<file path="config.mk">
export PLATFORM = sky130hd
export DESIGN_NAME = sdc_drv_ctrl
export DESIGN_NICKNAME = d
export VERILOG_FILES = /design/src/rtl/sdc_pkg.sv /design/src/rtl/sdc_drv_ctrl.sv /design/src/rtl/sdc_spi_shift.sv
export SDC_FILE = /design/constraint.sdc
export NUM_CORES = 1
export LEC_CHECK = 0
export BUFFER_PORTS_ARGS = -buffer_cell sky130_fd_sc_hd__buf_4
export CAP_MARGIN = 10
export CORE_MARGIN = 1
export CORE_UTILIZATION = 55
export CTS_CLUSTER_SIZE = 10
export DETAILED_ROUTE_END_ITERATION = 10
export PLACE_DENSITY_LB_ADDON = 0.08
export SETUP_SLACK_MARGIN = 0.15
export SYNTH_ARGS = -nofsm -noshare
export SYNTH_HDL_FRONTEND = slang
export SYNTH_HIERARCHICAL = 1
export SYNTH_SLANG_ARGS = --single-unit
</file>
<file path="constraint.sdc">
create_clock -name sys_clk_i -period 1.8 [get_ports sys_clk_i]
set_clock_uncertainty 0.05 [all_clocks]
set_input_delay 0.09 -clock sys_clk_i [delete_from_list [all_inputs] [get_ports sys_clk_i]]
set_output_delay 0.09 -clock sys_clk_i [all_outputs]
set_load 0.02 [all_outputs]
</file>
<file path="src/rtl/sdc_pkg.sv">
// Package of constants for the stepper driver control word decoder.
package sdc_pkg;
  // ==========================================================================
  // Word layout
  localparam int unsigned SDC_WORD_W = 20;
  localparam int unsigned SDC_ADDR_HI = 19;
  localparam int unsigned SDC_ADDR_LO = 18;
  localparam logic [1:0] SDC_ADDR_DRV_CTRL = 2'h0;
  localparam int unsigned SDC_A_SIGN_BIT = 17;
  localparam int unsigned SDC_A_MAG_HI = 16;
  localparam int unsigned SDC_A_MAG_LO = 9;
  localparam int unsigned SDC_B_SIGN_BIT = 8;
  localparam int unsigned SDC_B_MAG_HI = 7;
  localparam int unsigned SDC_B_MAG_LO = 0;
  localparam int unsigned SDC_INTERP_BIT = 9;
  localparam int unsigned SDC_BOTH_EDGES_BIT = 8;
  localparam int unsigned SDC_RES_HI = 3;
  localparam int unsigned SDC_RES_LO = 0;
  // ==========================================================================
  // Reset values and limits
  localparam logic [19:0] SDC_CTRL_RESET = 20'h00000;
  localparam logic [3:0] SDC_RES_FULL = 4'h8;
  localparam logic [8:0] SDC_USTEP_MAX = 9'h100;
  localparam logic [4:0] SDC_INTERP_MULT = 5'h10;
endpackage

</file>
<file path="src/rtl/sdc_drv_ctrl.sv">
// Driver control word decoder with serial capture and step input qualification.
//
// Contract
// - Step-input-disable set: step pins ignored, coil currents come from word.
// - Step-input-disable clear: step pins used, word configures step interface.
// - Direct mode bit 17 is coil A sign; 1 reverses current.
// - Direct mode bits 16..9 are coil A magnitude, bit 16 MSB.
// - Direct mode bit 8 is coil B sign; 1 reverses current.
// - Direct mode bits 7..0 are coil B magnitude, bit 7 MSB.
// - Step mode bit 9 enables interpolation into 16 microsteps per step.
// - Step mode bit 8: 0 rising edges only, 1 both edges.
// - Step mode bits 3..0: 0 gives 256, each step halves, 8 fullstep.
// - Word targets this register when bits 19 and 18 are zero.
// - Last 20 bits shifted in are loaded at chip select rise.
`timescale 1ns/1ps
`default_nettype none
module sdc_drv_ctrl
  import sdc_pkg::*;
#(
  parameter int unsigned WORD_W = SDC_WORD_W
) (
  // Clock and reset
  input wire logic sys_clk_i,
  input wire logic rst_b_i,
  // Serial pins
  input wire logic sck_i,
  input wire logic sdi_i,
  input wire logic cs_b_i,
  // Mode bit from the driver configuration register
  input wire logic step_input_disable_i,
  // Step and direction pins
  input wire logic step_i,
  input wire logic dir_i,
  // Coil current outputs
  output logic coil_a_sign_o,
  output logic [7:0] coil_a_magnitude_o,
  output logic coil_b_sign_o,
  output logic [7:0] coil_b_magnitude_o,
  // Step interface configuration
  output logic step_interpolation_enable_o,
  output logic both_edges_step_o,
  output logic [3:0] microstep_resolution_o,
  output logic [8:0] microsteps_per_quarter_o,
  // Qualified step events
  output logic step_event_o,
  output logic step_dir_o,
  output logic [4:0] step_mult_o
);
  // ==========================================================================
  // Pin synchronisers
  logic [4:0] pin_s1_q, pin_s2_q;
  logic sck_s, sdi_s, cs_s, step_s, dir_s;

  always_ff @(posedge sys_clk_i or negedge rst_b_i) begin
    if (!rst_b_i) begin
      pin_s1_q <= 5'h01;
      pin_s2_q <= 5'h01;
    end else begin
      pin_s1_q <= {dir_i, step_i, sdi_i, sck_i, cs_b_i};
      pin_s2_q <= pin_s1_q;
    end
  end

  assign {dir_s, step_s, sdi_s, sck_s, cs_s} = pin_s2_q;

  // ==========================================================================
  // Serial capture
  logic [WORD_W-1:0] rx_word;
  logic rx_valid;

  sdc_spi_shift #(
    .WORD_W(WORD_W)
  ) u_shift (
    .sys_clk_i(sys_clk_i),
    .rst_b_i(rst_b_i),
    .sck_i(sck_s),
    .sdi_i(sdi_s),
    .cs_b_i(cs_s),
    .word_o(rx_word),
    .word_valid_o(rx_valid)
  );

  // ==========================================================================
  // Control word register
  logic [WORD_W-1:0] ctrl_q, ctrl_d;
  logic hit;

  always_comb begin
    hit = (rx_word[SDC_ADDR_HI:SDC_ADDR_LO] == SDC_ADDR_DRV_CTRL);
    ctrl_d = ctrl_q;
    if (rx_valid && hit) begin
      ctrl_d = rx_word;
    end
  end

  always_ff @(posedge sys_clk_i or negedge rst_b_i) begin
    if (!rst_b_i) begin
      ctrl_q <= SDC_CTRL_RESET;
    end else begin
      ctrl_q <= ctrl_d;
    end
  end

  // ==========================================================================
  // Field decode
  logic direct;
  assign direct = step_input_disable_i;

  always_comb begin
    // Direct mode: coil currents straight from the word.
    coil_a_sign_o = direct & ctrl_q[SDC_A_SIGN_BIT];
    coil_a_magnitude_o = direct ? ctrl_q[SDC_A_MAG_HI:SDC_A_MAG_LO] : 8'h00;
    coil_b_sign_o = direct & ctrl_q[SDC_B_SIGN_BIT];
    coil_b_magnitude_o = direct ? ctrl_q[SDC_B_MAG_HI:SDC_B_MAG_LO] : 8'h00;
    // Step mode: same word read as step interface configuration.
    step_interpolation_enable_o = !direct & ctrl_q[SDC_INTERP_BIT];
    both_edges_step_o = !direct & ctrl_q[SDC_BOTH_EDGES_BIT];
    microstep_resolution_o = direct ? 4'h0 : ctrl_q[SDC_RES_HI:SDC_RES_LO];
    // Codes above fullstep are clamped to fullstep.
    if (microstep_resolution_o > SDC_RES_FULL) begin
      microsteps_per_quarter_o = 9'h001;
    end else begin
      microsteps_per_quarter_o = SDC_USTEP_MAX >> microstep_resolution_o;
    end
  end

  // ==========================================================================
  // Step edge qualification
  logic step_prev_q, step_prev_d;
  logic ev_q, ev_d, dir_q, dir_d;
  logic [4:0] mult_q, mult_d;

  always_comb begin
    step_prev_d = step_s;
    ev_d = 1'b0;
    dir_d = dir_q;
    mult_d = mult_q;
    if (!direct) begin
      if ((step_s && !step_prev_q) || (both_edges_step_o && !step_s && step_prev_q)) begin
        ev_d = 1'b1;
        dir_d = dir_s;
        mult_d = step_interpolation_enable_o ? SDC_INTERP_MULT : 5'h01;
      end
    end
  end

  always_ff @(posedge sys_clk_i or negedge rst_b_i) begin
    if (!rst_b_i) begin
      step_prev_q <= 1'b0;
      ev_q <= 1'b0;
      dir_q <= 1'b0;
      mult_q <= 5'h01;
    end else begin
      step_prev_q <= step_prev_d;
      ev_q <= ev_d;
      dir_q <= dir_d;
      mult_q <= mult_d;
    end
  end

  assign step_event_o = ev_q;
  assign step_dir_o = dir_q;
  assign step_mult_o = mult_q;
endmodule
`default_nettype wire

</file>
<file path="src/rtl/sdc_spi_shift.sv">
// Serial shift register that captures the last word before chip select rises.
`timescale 1ns/1ps
`default_nettype none
module sdc_spi_shift
  import sdc_pkg::*;
#(
  parameter int unsigned WORD_W = SDC_WORD_W
) (
  // Clock and reset
  input wire logic sys_clk_i,
  input wire logic rst_b_i,
  // Synchronised serial inputs
  input wire logic sck_i,
  input wire logic sdi_i,
  input wire logic cs_b_i,
  // Word output
  output logic [WORD_W-1:0] word_o,
  output logic word_valid_o
);
  logic [WORD_W-1:0] shift_q, shift_d;
  logic sck_q, sck_d, cs_q, cs_d;
  logic [WORD_W-1:0] word_q, word_d;
  logic valid_q, valid_d;

  always_comb begin
    shift_d = shift_q;
    sck_d = sck_i;
    cs_d = cs_b_i;
    word_d = word_q;
    valid_d = 1'b0;
    // Surplus leading bits fall out of the top; only the last WORD_W remain.
    if (!cs_b_i && sck_i && !sck_q) begin
      shift_d = {shift_q[WORD_W-2:0], sdi_i};
    end
    if (cs_b_i && !cs_q) begin
      word_d = shift_q;
      valid_d = 1'b1;
    end
  end

  always_ff @(posedge sys_clk_i or negedge rst_b_i) begin
    if (!rst_b_i) begin
      shift_q <= '0;
      sck_q <= 1'b0;
      cs_q <= 1'b1;
      word_q <= '0;
      valid_q <= 1'b0;
    end else begin
      shift_q <= shift_d;
      sck_q <= sck_d;
      cs_q <= cs_d;
      word_q <= word_d;
      valid_q <= valid_d;
    end
  end

  assign word_o = word_q;
  assign word_valid_o = valid_q;
endmodule
`default_nettype wire

</file>
==> results of run 1 <==
[cells by family after synthesis]
group | Yosys count | share of synthesized area [%]
and+or+nand+nor | 41 | 8.12
AOI/OAI and AO/OA | 3 | 0.761
buffers and inverters | 16 | 3.17
other | 1 | 0.127
muxes | 61 | 23.4
DFF | 76 | 64.4
[layout by cell type (no fill, tap or decap)]
| master | count |
|---|---|
| clkbuf_1 | 1 |
| nor2_2 | 1 |
| dfrtp_1 | 71 |
| conb_1 | 3 |
| buf_4 | 50 |
| mux2_2 | 56 |
| nor3b_2 | 2 |
| nor2b_1 | 7 |
| a21oi_1 | 1 |
| mux2_4 | 2 |
| clkinv_2 | 2 |
| inv_1 | 4 |
| dfstp_2 | 4 |
| nor3_1 | 1 |
| mux2_1 | 2 |
| and2_1 | 18 |
| clkinv_4 | 1 |
| or3_4 | 1 |
| nand2_1 | 2 |
| dfrtp_2 | 1 |
| a211o_1 | 1 |
| nand2b_1 | 3 |
| bufinv_16 | 1 |
| buf_12 | 1 |
| dlygate4sd3_1 | 6 |
| clkbuf_8 | 11 |
| nor2_1 | 6 |
| o41ai_1 | 1 |
| mux2i_1 | 1 |
[cell usage after synthesis (2+ instances only)]
library cell	n	share of area, %
nor2_1	7	0.89
dfstp_2	4	3.6
buf_4	6	1.5
inv_1	4	0.51
mux2_1	2	0.76
mux2_2	56	21
nand2b_1	3	0.63
nor2b_1	7	1.5
buf_2	2	0.34
and2_1	18	3.8
mux2_4	2	1.0
nand2_1	2	0.25
dfrtp_1	72	61
clkbuf_1	2	0.25
[through the flow]
| step | std cells | hold slack, ns | util, % | instance area [um2] | worst slack, ns |
|---|---|---|---|---|---|
| floorplan | 200 | -0.256 | - | 2970 | 0.418 |
| global placement | 308 | -0.0248 | 65.6 | 3370 | 0.399 |
| detailed placement | 308 | -0.0127 | 65.6 | 3370 | 0.378 |
| CTS | 330 | 0.167 | 70.7 | 3630 | 0.154 |
| global route | 331 | 0.198 | 71.0 | 3650 | 0.174 |
| finish | 331 | 0.164 | 71.0 | 3650 | 0.233 |
[worst paths after layout]
kind                              start                     endpoint  slack, ns  depth (start not counted)
setup / recovery              ctrl_q[3]  microsteps_per_quarter_o[4]       0.23                          3
hold / removal                  rst_b_i                    ctrl_q[0]       0.16                          2
setup reg to reg           u_shift/cs_q           u_shift/word_o[13]       0.36                          3
hold reg to reg             pin_s1_q[4]                  pin_s2_q[4]       0.30                          0
max in group asynchronous       rst_b_i          u_shift/shift_q[19]       0.98                          3
min in group sys_clk_i      pin_s1_q[4]                  pin_s2_q[4]       0.30                          0
[routing by layer]
layer,routed length (um),track usage [%]
met1,2080,22.7
met2,2270,30.4
met3,223,5.69
met4,63,7.41
met5,0,0
[power by group through the flow]
| stage | Sequential [mW] | Clock (mW) | Combinational [mW] |
|---|---|---|---|
| 2_1_floorplan | 2.16 | 0 | 0.553 |
| 3_3_place_gp | 2.21 | 0 | 0.798 |
| 3_5_place_dp | 2.23 | 0 | 0.826 |
| 4_1_cts | 2.19 | 1.31 | 0.839 |
| 5_1_grt | 2.23 | 1.38 | 0.940 |
| 6_report | 2.19 | 1.28 | 0.861 |
[worst reg2reg max path, stage by stage, from the launching register on]
cell	delay, ns
dfstp_2	0.51
nand2b_1	0.09
buf_4	0.28
mux2_2	0.38
[area by class of cell]
cell class | instances | area (um2)
Clock inverter | 4 | 48.8
Sequential cell | 76 | 1910
Tap cell | 70 | 87.6
Clock buffer | 12 | 155
Fill cell | 357 | 1490
Multi-Input combinational cell | 108 | 980
Inverter | 4 | 15.0
Timing Repair Buffer | 57 | 455
[repair_timing]
item / 4_1_cts / 5_1_grt
endpoints found under the setup margin: 0 / 3
endpoints found under the hold margin: 63 / 0
resized for setup: 0 / 3
buffers inserted: 0 / 1
hold buffers: 6 / 0
[registers in the layout (all words and copies together) (netlist names)]
signal	flops
step_event_o	1
u_shift/word_o	20
step_prev_q	1
step_mult_o	2
u_shift/sck_q	1
pin_s2_q	5
u_shift/cs_q	1
u_shift/word_valid_o	1
ctrl_q	18
pin_s1_q	5
step_dir_o	1
u_shift/shift_q	20
==> results.cfg, run 1 <==
[setup_path]
cp-end-kind = output port
critPathMaxFanout = 4
cp.required_ns = 1.66
path_buf_inv = 1
cp_cell_sequence = or3_4 -> nor2_1 -> buf_4
crit_type = flop to output port
max_stage_delay_ns = 0.43
slowest_stage = dfrtp_2
arrival_ns = 1.43
crit_family = simple AND/OR/NAND/NOR gates
cp-start-kind = flop

[synthesis]
yosys_warnings = 6
yosysUniqueCellTypes = 25
synth_seq_cells = 76
synth_edf_count = 0
yosysSeqAreaShare_pct = 64.4
syn-cell-area_um2 = 2960
yosys_most_used_dff = dfrtp_1
synth_cells = 198
synth.avg_cell_area_um2 = 15.0
async_flop_share_pct = 100

[pwr]
p_clk_share_pct = 29.6
power_density_nw_per_um2 = 1190
seqPwrFrac_pct = 50.6
swShare_pct = 26.7
irDropWorstVdd_mv = 0.877
internal_power_mw = 3.17
total_leakage_power_nw = 1.85
combPwrFrac_pct = 19.9
power_switching_mw = 1.16
power_mw = 4.33

[grt]
grt_antenna_before_repair = 0
grt_overflow = 0
grt_usage_pct = 18.4
grt_pass1_vias = 1616
grt_max_degree = 33
grt_pass1_wl_um = 7540

[layout]
syn2layout_area_growth_pct = 23.3
layout-drive-gt1-share_pct = 51.0
final_nets = 264
diodes = 0

[clock_network]
cts_tree = yes
clockBufferDepth = 2
clk_pin_slew_ns = 0.07
cts-root-buf = clkbuf_8
h-tree-depth = 3
clock_sinks = 76
cts_buffers = 9
clock_latency_ns = 0.33

[placed_design]
place_congestion = 0.700
numPortBuffers = 44
dpl.hpwl_um = 3110

[timing]
hold_viol_final = 0
layout_min_cycle_time_ns = 1.57
slew_viol_final = 0
clock.fmax_mhz = 638
tns_ns = 0
period_share_pct = 87.1
setup_viol = 0
rsz0062_at_grt = no

[detailed_routing]
dr.pass1.iters = 4
drc_errors = 0
first_iter_violations = 57
routed_wl_um = 4640
ant_nets = 0
num_vias = 1671
post_drt_via_cell_ratio = 5.05
drt-wirelength-per-cell_um = 14.0

[floorplanning]
ios = 48
num_rows = 26
coreArea_um2 = 5140
start_util_pct = 57.6
die_w_um = 75.4
die_y_um = 75.4
dieArea_um2 = 5680

[status]
status = complete, no violations

[hold_path]
hp-class = input pin to asynchronous set/reset pin

[job]
max-cap-violations = 0
Note: power is estimated with default switching activity, not from simulation.
==> run 2: changes to the inputs <==
--- a/config.mk
+++ b/config.mk
@@ -5,6 +5,7 @@
 export SDC_FILE = /design/constraint.sdc
 export NUM_CORES = 1
 export LEC_CHECK = 0
+export ABC_AREA = 0
 export BUFFER_PORTS_ARGS = -buffer_cell sky130_fd_sc_hd__buf_4
 export CAP_MARGIN = 10
 export CORE_MARGIN = 1
@@ -15,5 +16,4 @@
 export SETUP_SLACK_MARGIN = 0.15
 export SYNTH_ARGS = -nofsm -noshare
 export SYNTH_HDL_FRONTEND = slang
-export SYNTH_HIERARCHICAL = 1
 export SYNTH_SLANG_ARGS = --single-unit
==> results.cfg, run 2 <==
[status]
status = complete, no violations

[synthesis]
yosysTopAreaCell = dfrtp_1
yosysMostFrequentCell = dfrtp_1
netlist_top_cells_area = dfrtp_1, mux2_2, and2_1
synth_top_family_by_area = multiplexers
yosys_most_used_dff = dfrtp_1
async_flop_share_pct = 100
synth_top_area_share_pct = 60.7
syn-cell-area_um2 = 2970
synth_seq_cells = 76
yosys_warnings = 0
synthMuxAreaShare_pct = 23.4
synth_compound_area_share_pct = 0.717
synthAdderAreaFrac_pct = 0
synth_commonest_cells = dfrtp_1, mux2_2, and2_1, nor2b_1, buf_4
yosysSeqAreaShare_pct = 64.2
synth_cells = 198
yosysUniqueCellTypes = 25
synth_edf_count = 0
synth.avg_cell_area_um2 = 15.0
synth-xor-area-share_pct = 0
synth_simple_gate_area_share_pct = 8.18

[clock_network]
cts_tree = yes
postCtsSetupBuffers = 0
cts-root-buf = clkbuf_8
h-tree-depth = 3
cts_buffers = 9
clk_pin_slew_ns = 0.08
clock_latency_ns = 0.34
clockBufferDepth = 2
clock_sinks = 76

[detailed_routing]
wl_met1_um = 2060
drt-wirelength-per-cell_um = 13.9
routed_wl_um = 4590
met2_length_um = 2220
first_iter_violations = 69
wl_met3_um = 198
num_vias = 1649
post_drt_via_cell_ratio = 5.01
drc_errors = 0
ant_nets = 0
dr.pass1.iters = 5
top_layer = met4

[layout]
diodes = 0
layout-drive-gt1-share_pct = 49.8
seq_area_um2 = 1910
final_nets = 262
multiInputGateArea_um2 = 973
final_cells = 329
syn2layout_area_growth_pct = 24.0
layout_commonest_cell = dfrtp_1
layout.cells.most_common_list = dfrtp_1, mux2_2, buf_4, and2_1, clkbuf_8
fillCellCount = 371

[hold_path]
hp-class = input pin to asynchronous set/reset pin

[setup_path]
rrSetupSlack_ns = 0.37
max_stage_delay_ns = 0.45
crit_family = simple AND/OR/NAND/NOR gates
cp.required_ns = 1.66
crit_type = flop to output port
cp_cell_sequence = nor2_1 -> nand2_1 -> nor3_1 -> buf_4
worstSetupPathDepth = 4
arrival_ns = 1.42
critPathMaxFanout = 7
r2r_start = u_shift.cs_q
cp-start-kind = flop
reg2reg_depth = 3
slowest_stage = dfrtp_1
path_buf_inv = 1
r2r-end = u_shift.word_o[19]
cp-end-kind = output port

[placed_design]
place_congestion = 0.696
numPortBuffers = 44
dpl.hpwl_um = 3130
placed_cells = 307

[timing]
layout_min_cycle_time_ns = 1.56
slew_viol_final = 0
hold_viol_final = 0
rsz0062_at_grt = no
clock.fmax_mhz = 640
tns_ns = 0
period_share_pct = 86.8
hold_slack_ns = 0.194
setup_viol = 0

[pwr]
total_leakage_power_nw = 1.87
irDropWorstVdd_mv = 0.752
power_density_nw_per_um2 = 1250

[grt]
grt_max_degree = 40
grt_antenna_before_repair = 0
grt_pass1_vias = 1519
grt_overflow = 0
grt_usage_pct = 18.2
grt_pass1_wl_um = 7160

[floorplanning]
dieArea_um2 = 5690
die_y_um = 75.5
start_util_pct = 57.7
num_rows = 26
coreArea_um2 = 5140
ios = 48
die_w_um = 75.5

[job]
max-cap-violations = 0
-- run 2: cell count changes in the layout (fill, tap and decap cells not counted), sizes merged, moves of 2 or more --
| cell | delta |
|---|---|
| bufinv | +2 |
| nor3 | +2 |
| nor2 | -3 |
| nor4 | +2 |
| clkinv | -2 |
-- run 2: worst max path at each step --
stage	to	from
after floorplan	microsteps_per_quarter_o[6]	ctrl_q[2]
after global placement	u_shift.word_o[11]	u_shift.cs_q
after detailed placement	u_shift.word_o[10]	u_shift.cs_q
after CTS	microsteps_per_quarter_o[4]	ctrl_q[1]
after global routing	microsteps_per_quarter_o[4]	ctrl_q[1]
final	microsteps_per_quarter_o[4]	ctrl_q[1]
-- run 2: repair_timing --
item                                   CTS  global route
gates resized for setup                  0             0
endpoints found under the hold margin   41             0
hold buffers                             6             0
-- run 2: area by class of cell --
cell class | instances | area share [%]
inverter | 4 | 0.408
clock inverter | 4 | 2.58
tap | 70 | 2.38
timing repair buffer | 56 | 12.2
multi-input combinational | 107 | 26.4
sequential | 76 | 51.8
clock buffer | 12 | 4.21
-- run 2: worst reg2reg max path, stage by stage, from the launching register on --
cell and delay, ns:
dfstp_2 0.51, nand2b_1 0.09, buf_4 0.27, mux2_2 0.39
-- run 2: power breakdown --
group / leakage [nW] / switching, mW / internal [mW]
combinational: 0.760 / 0.383 / 0.449
sequential: 0.987 / 0.217 / 1.99
clock: 0.127 / 0.572 / 0.995
-- run 2: cells by family (layout without fill, tap and decap cells) --
kind of cell    count (synthesis)  after routing
compound gates                  3              3
buf+inv                        17             76
flops                          76             76
mux                            61             61
other cells                     1              3
simple gates                   40             40
-- run 2: metrics by stage --
step	setup slack [ns]	power, mW	area [um2]	utilization [%]
final	0.238	4.61	3680	71.6
after global routing	0.177	4.82	3680	71.6
after CTS	0.232	4.65	3680	71.6
after detailed placement	0.373	3.07	3370	65.6
after global placement	0.413	3.02	3370	65.6
after floorplan	0.465	2.73	2980	-
-- run 2: routing by layer --
metal  vias to the layer above  GRT usage, %
met3                         9          3.97
met2                        44          28.8
met1                       813          22.2
li1                        783             -
met5                         -             0
met4                         0          13.0
==> run 3: changes to the inputs <==
--- a/config.mk
+++ b/config.mk
@@ -9,11 +9,12 @@
 export BUFFER_PORTS_ARGS = -buffer_cell sky130_fd_sc_hd__buf_4
 export CAP_MARGIN = 10
 export CORE_MARGIN = 1
-export CORE_UTILIZATION = 55
+export CORE_UTILIZATION = 59
 export CTS_CLUSTER_SIZE = 10
 export DETAILED_ROUTE_END_ITERATION = 10
 export PLACE_DENSITY_LB_ADDON = 0.08
 export SETUP_SLACK_MARGIN = 0.15
 export SYNTH_ARGS = -nofsm -noshare
 export SYNTH_HDL_FRONTEND = slang
+export SYNTH_HIERARCHICAL = 1
 export SYNTH_SLANG_ARGS = --single-unit
==> constraint.sdc (replaced) <==
create_clock -name sys_clk_i -period 1.9 [get_ports sys_clk_i]
set_clock_uncertainty 0.05 [all_clocks]
set_input_delay 0.095 -clock sys_clk_i [delete_from_list [all_inputs] [get_ports sys_clk_i]]
set_output_delay 0.095 -clock sys_clk_i [all_outputs]
set_load 0.02 [all_outputs]
==> results.cfg, run 3 (same netlist as run 1, synthesis figures left out) <==
[floorplanning]
num_rows = 25
start_util_pct = 61.9
die_y_um = 72.8
dieArea_um2 = 5300
coreArea_um2 = 4790
die_w_um = 72.8
ios = 48

[clock_network]
h-tree-depth = 3
cts_buffers = 9
clockBufferDepth = 2
clock_sinks = 76
clk_pin_slew_ns = 0.07
cts_tree = yes
clock_latency_ns = 0.33
cts-root-buf = clkbuf_8

[timing]
setup_viol = 0
hold_slack_ns = 0.219
tns_ns = 0
rsz0062_at_grt = no
layout_min_cycle_time_ns = 1.58
slew_viol_final = 0
hold_viol_final = 0
setup_ws_ns = 0.322
clock.fmax_mhz = 634
period_share_pct = 83.0

[job]
max-cap-violations = 0

[setup_path]
cp.required_ns = 1.75
rrSetupSlack_ns = 0.47
reg2reg_depth = 3
arrival_ns = 1.43
crit_type = flop to output port
critPathMaxFanout = 7
r2r_start = u_shift/cs_q
r2r-end = u_shift/word_o[7]
cp-start-kind = flop
cp-end-kind = output port

[grt]
grt_overflow = 0
grt_pass1_vias = 1634
grt_max_degree = 42
grt_pass1_wl_um = 7800
grt_antenna_before_repair = 0
grt_usage_pct = 20.7

[pwr]
total_leakage_power_nw = 1.83
irDropWorstVdd_mv = 0.739
power_density_nw_per_um2 = 1120

[detailed_routing]
routed_wl_um = 4640
drc_errors = 0
post_drt_via_cell_ratio = 5.03
num_vias = 1635
drt-wirelength-per-cell_um = 14.3
dr.pass1.iters = 3
first_iter_violations = 67
ant_nets = 0

[layout]
layout-drive-gt1-share_pct = 49.2
fin_util_pct = 75.5
diodes = 0
layout.cells.most_common_list = dfrtp_1, mux2_2, buf_4, and2_1, clkbuf_8
final_nets = 261
syn2layout_area_growth_pct = 22.1
layout_commonest_cell = dfrtp_1

[placed_design]
place_ws_ns = 0.466
place_congestion = 0.733
dpl.hpwl_um = 2930
numPortBuffers = 44

[hold_path]
hp-class = input pin to asynchronous set/reset pin

[status]
status = complete, no violations
[run 3: cell types whose count changed in the layout (fill, tap and decap cells not counted), moves of 2 or more]
cell	previous run	this run
nor2_1	4	7
nor3_1	3	1
buf_4	49	47
nor4_1	2	0
bufinv_16	3	1
[run 3: cell type report]
class	count	area [um2]
Tap cell	67	83.8
Multi-Input combinational cell	108	972
Timing Repair Buffer	54	433
Clock inverter	4	47.5
Fill cell	319	1170
Inverter	4	15.0
Clock buffer	12	155
Sequential cell	76	1910
[run 3: worst max path at each step]
| stage | from | to | slack [ns] |
|---|---|---|---|
| 4_1_cts | ctrl_q[3] | microsteps_per_quarter_o[2] | 0.29 |
| 5_1_grt | ctrl_q[3] | microsteps_per_quarter_o[2] | 0.21 |
| 6_report | ctrl_q[3] | microsteps_per_quarter_o[2] | 0.32 |
| 3_5_place_dp | u_shift/cs_q | u_shift/word_o[13] | 0.47 |
| 2_1_floorplan | ctrl_q[3] | microsteps_per_quarter_o[8] | 0.51 |
| 3_3_place_gp | u_shift/cs_q | u_shift/word_o[12] | 0.50 |
[run 3: stage by stage]
step	cell area, um2	instances	power, mW
after floorplan	2970	200	2.57
after global placement	3350	303	2.84
after detailed placement	3350	303	2.88
after CTS	3610	325	4.12
after global routing	3610	325	4.28
final	3610	325	4.06
[run 3: layer usage]
layer	wire, um	track usage (%)	part of all wire (%)	vias up
li1	-	-	-	775
met1	2110	25.3	45	807
met2	2220	32.8	48	46
met3	221	6.77	4.8	7
met4	90	11.1	1.9	0
met5	0	0	0	-
[run 3: timing repair]
item                                   CTS  global route
resized for setup                        0             0
hold buffers                             6             0
endpoints found under the hold margin   39             0
buffers inserted                         0             0
[run 3: worst max-delay path, stage by stage, from the launching register on]
cell and delay [ns]:
dfrtp_1 0.43, or3_1 0.40, nor2_1 0.13, buf_4 0.15
[run 3: where the power goes]
group	switching (mW)	leakage, nW	internal (mW)
logic	0.357	0.745	0.421
clock network	0.538	0.102	0.674
registers	0.188	0.987	1.88
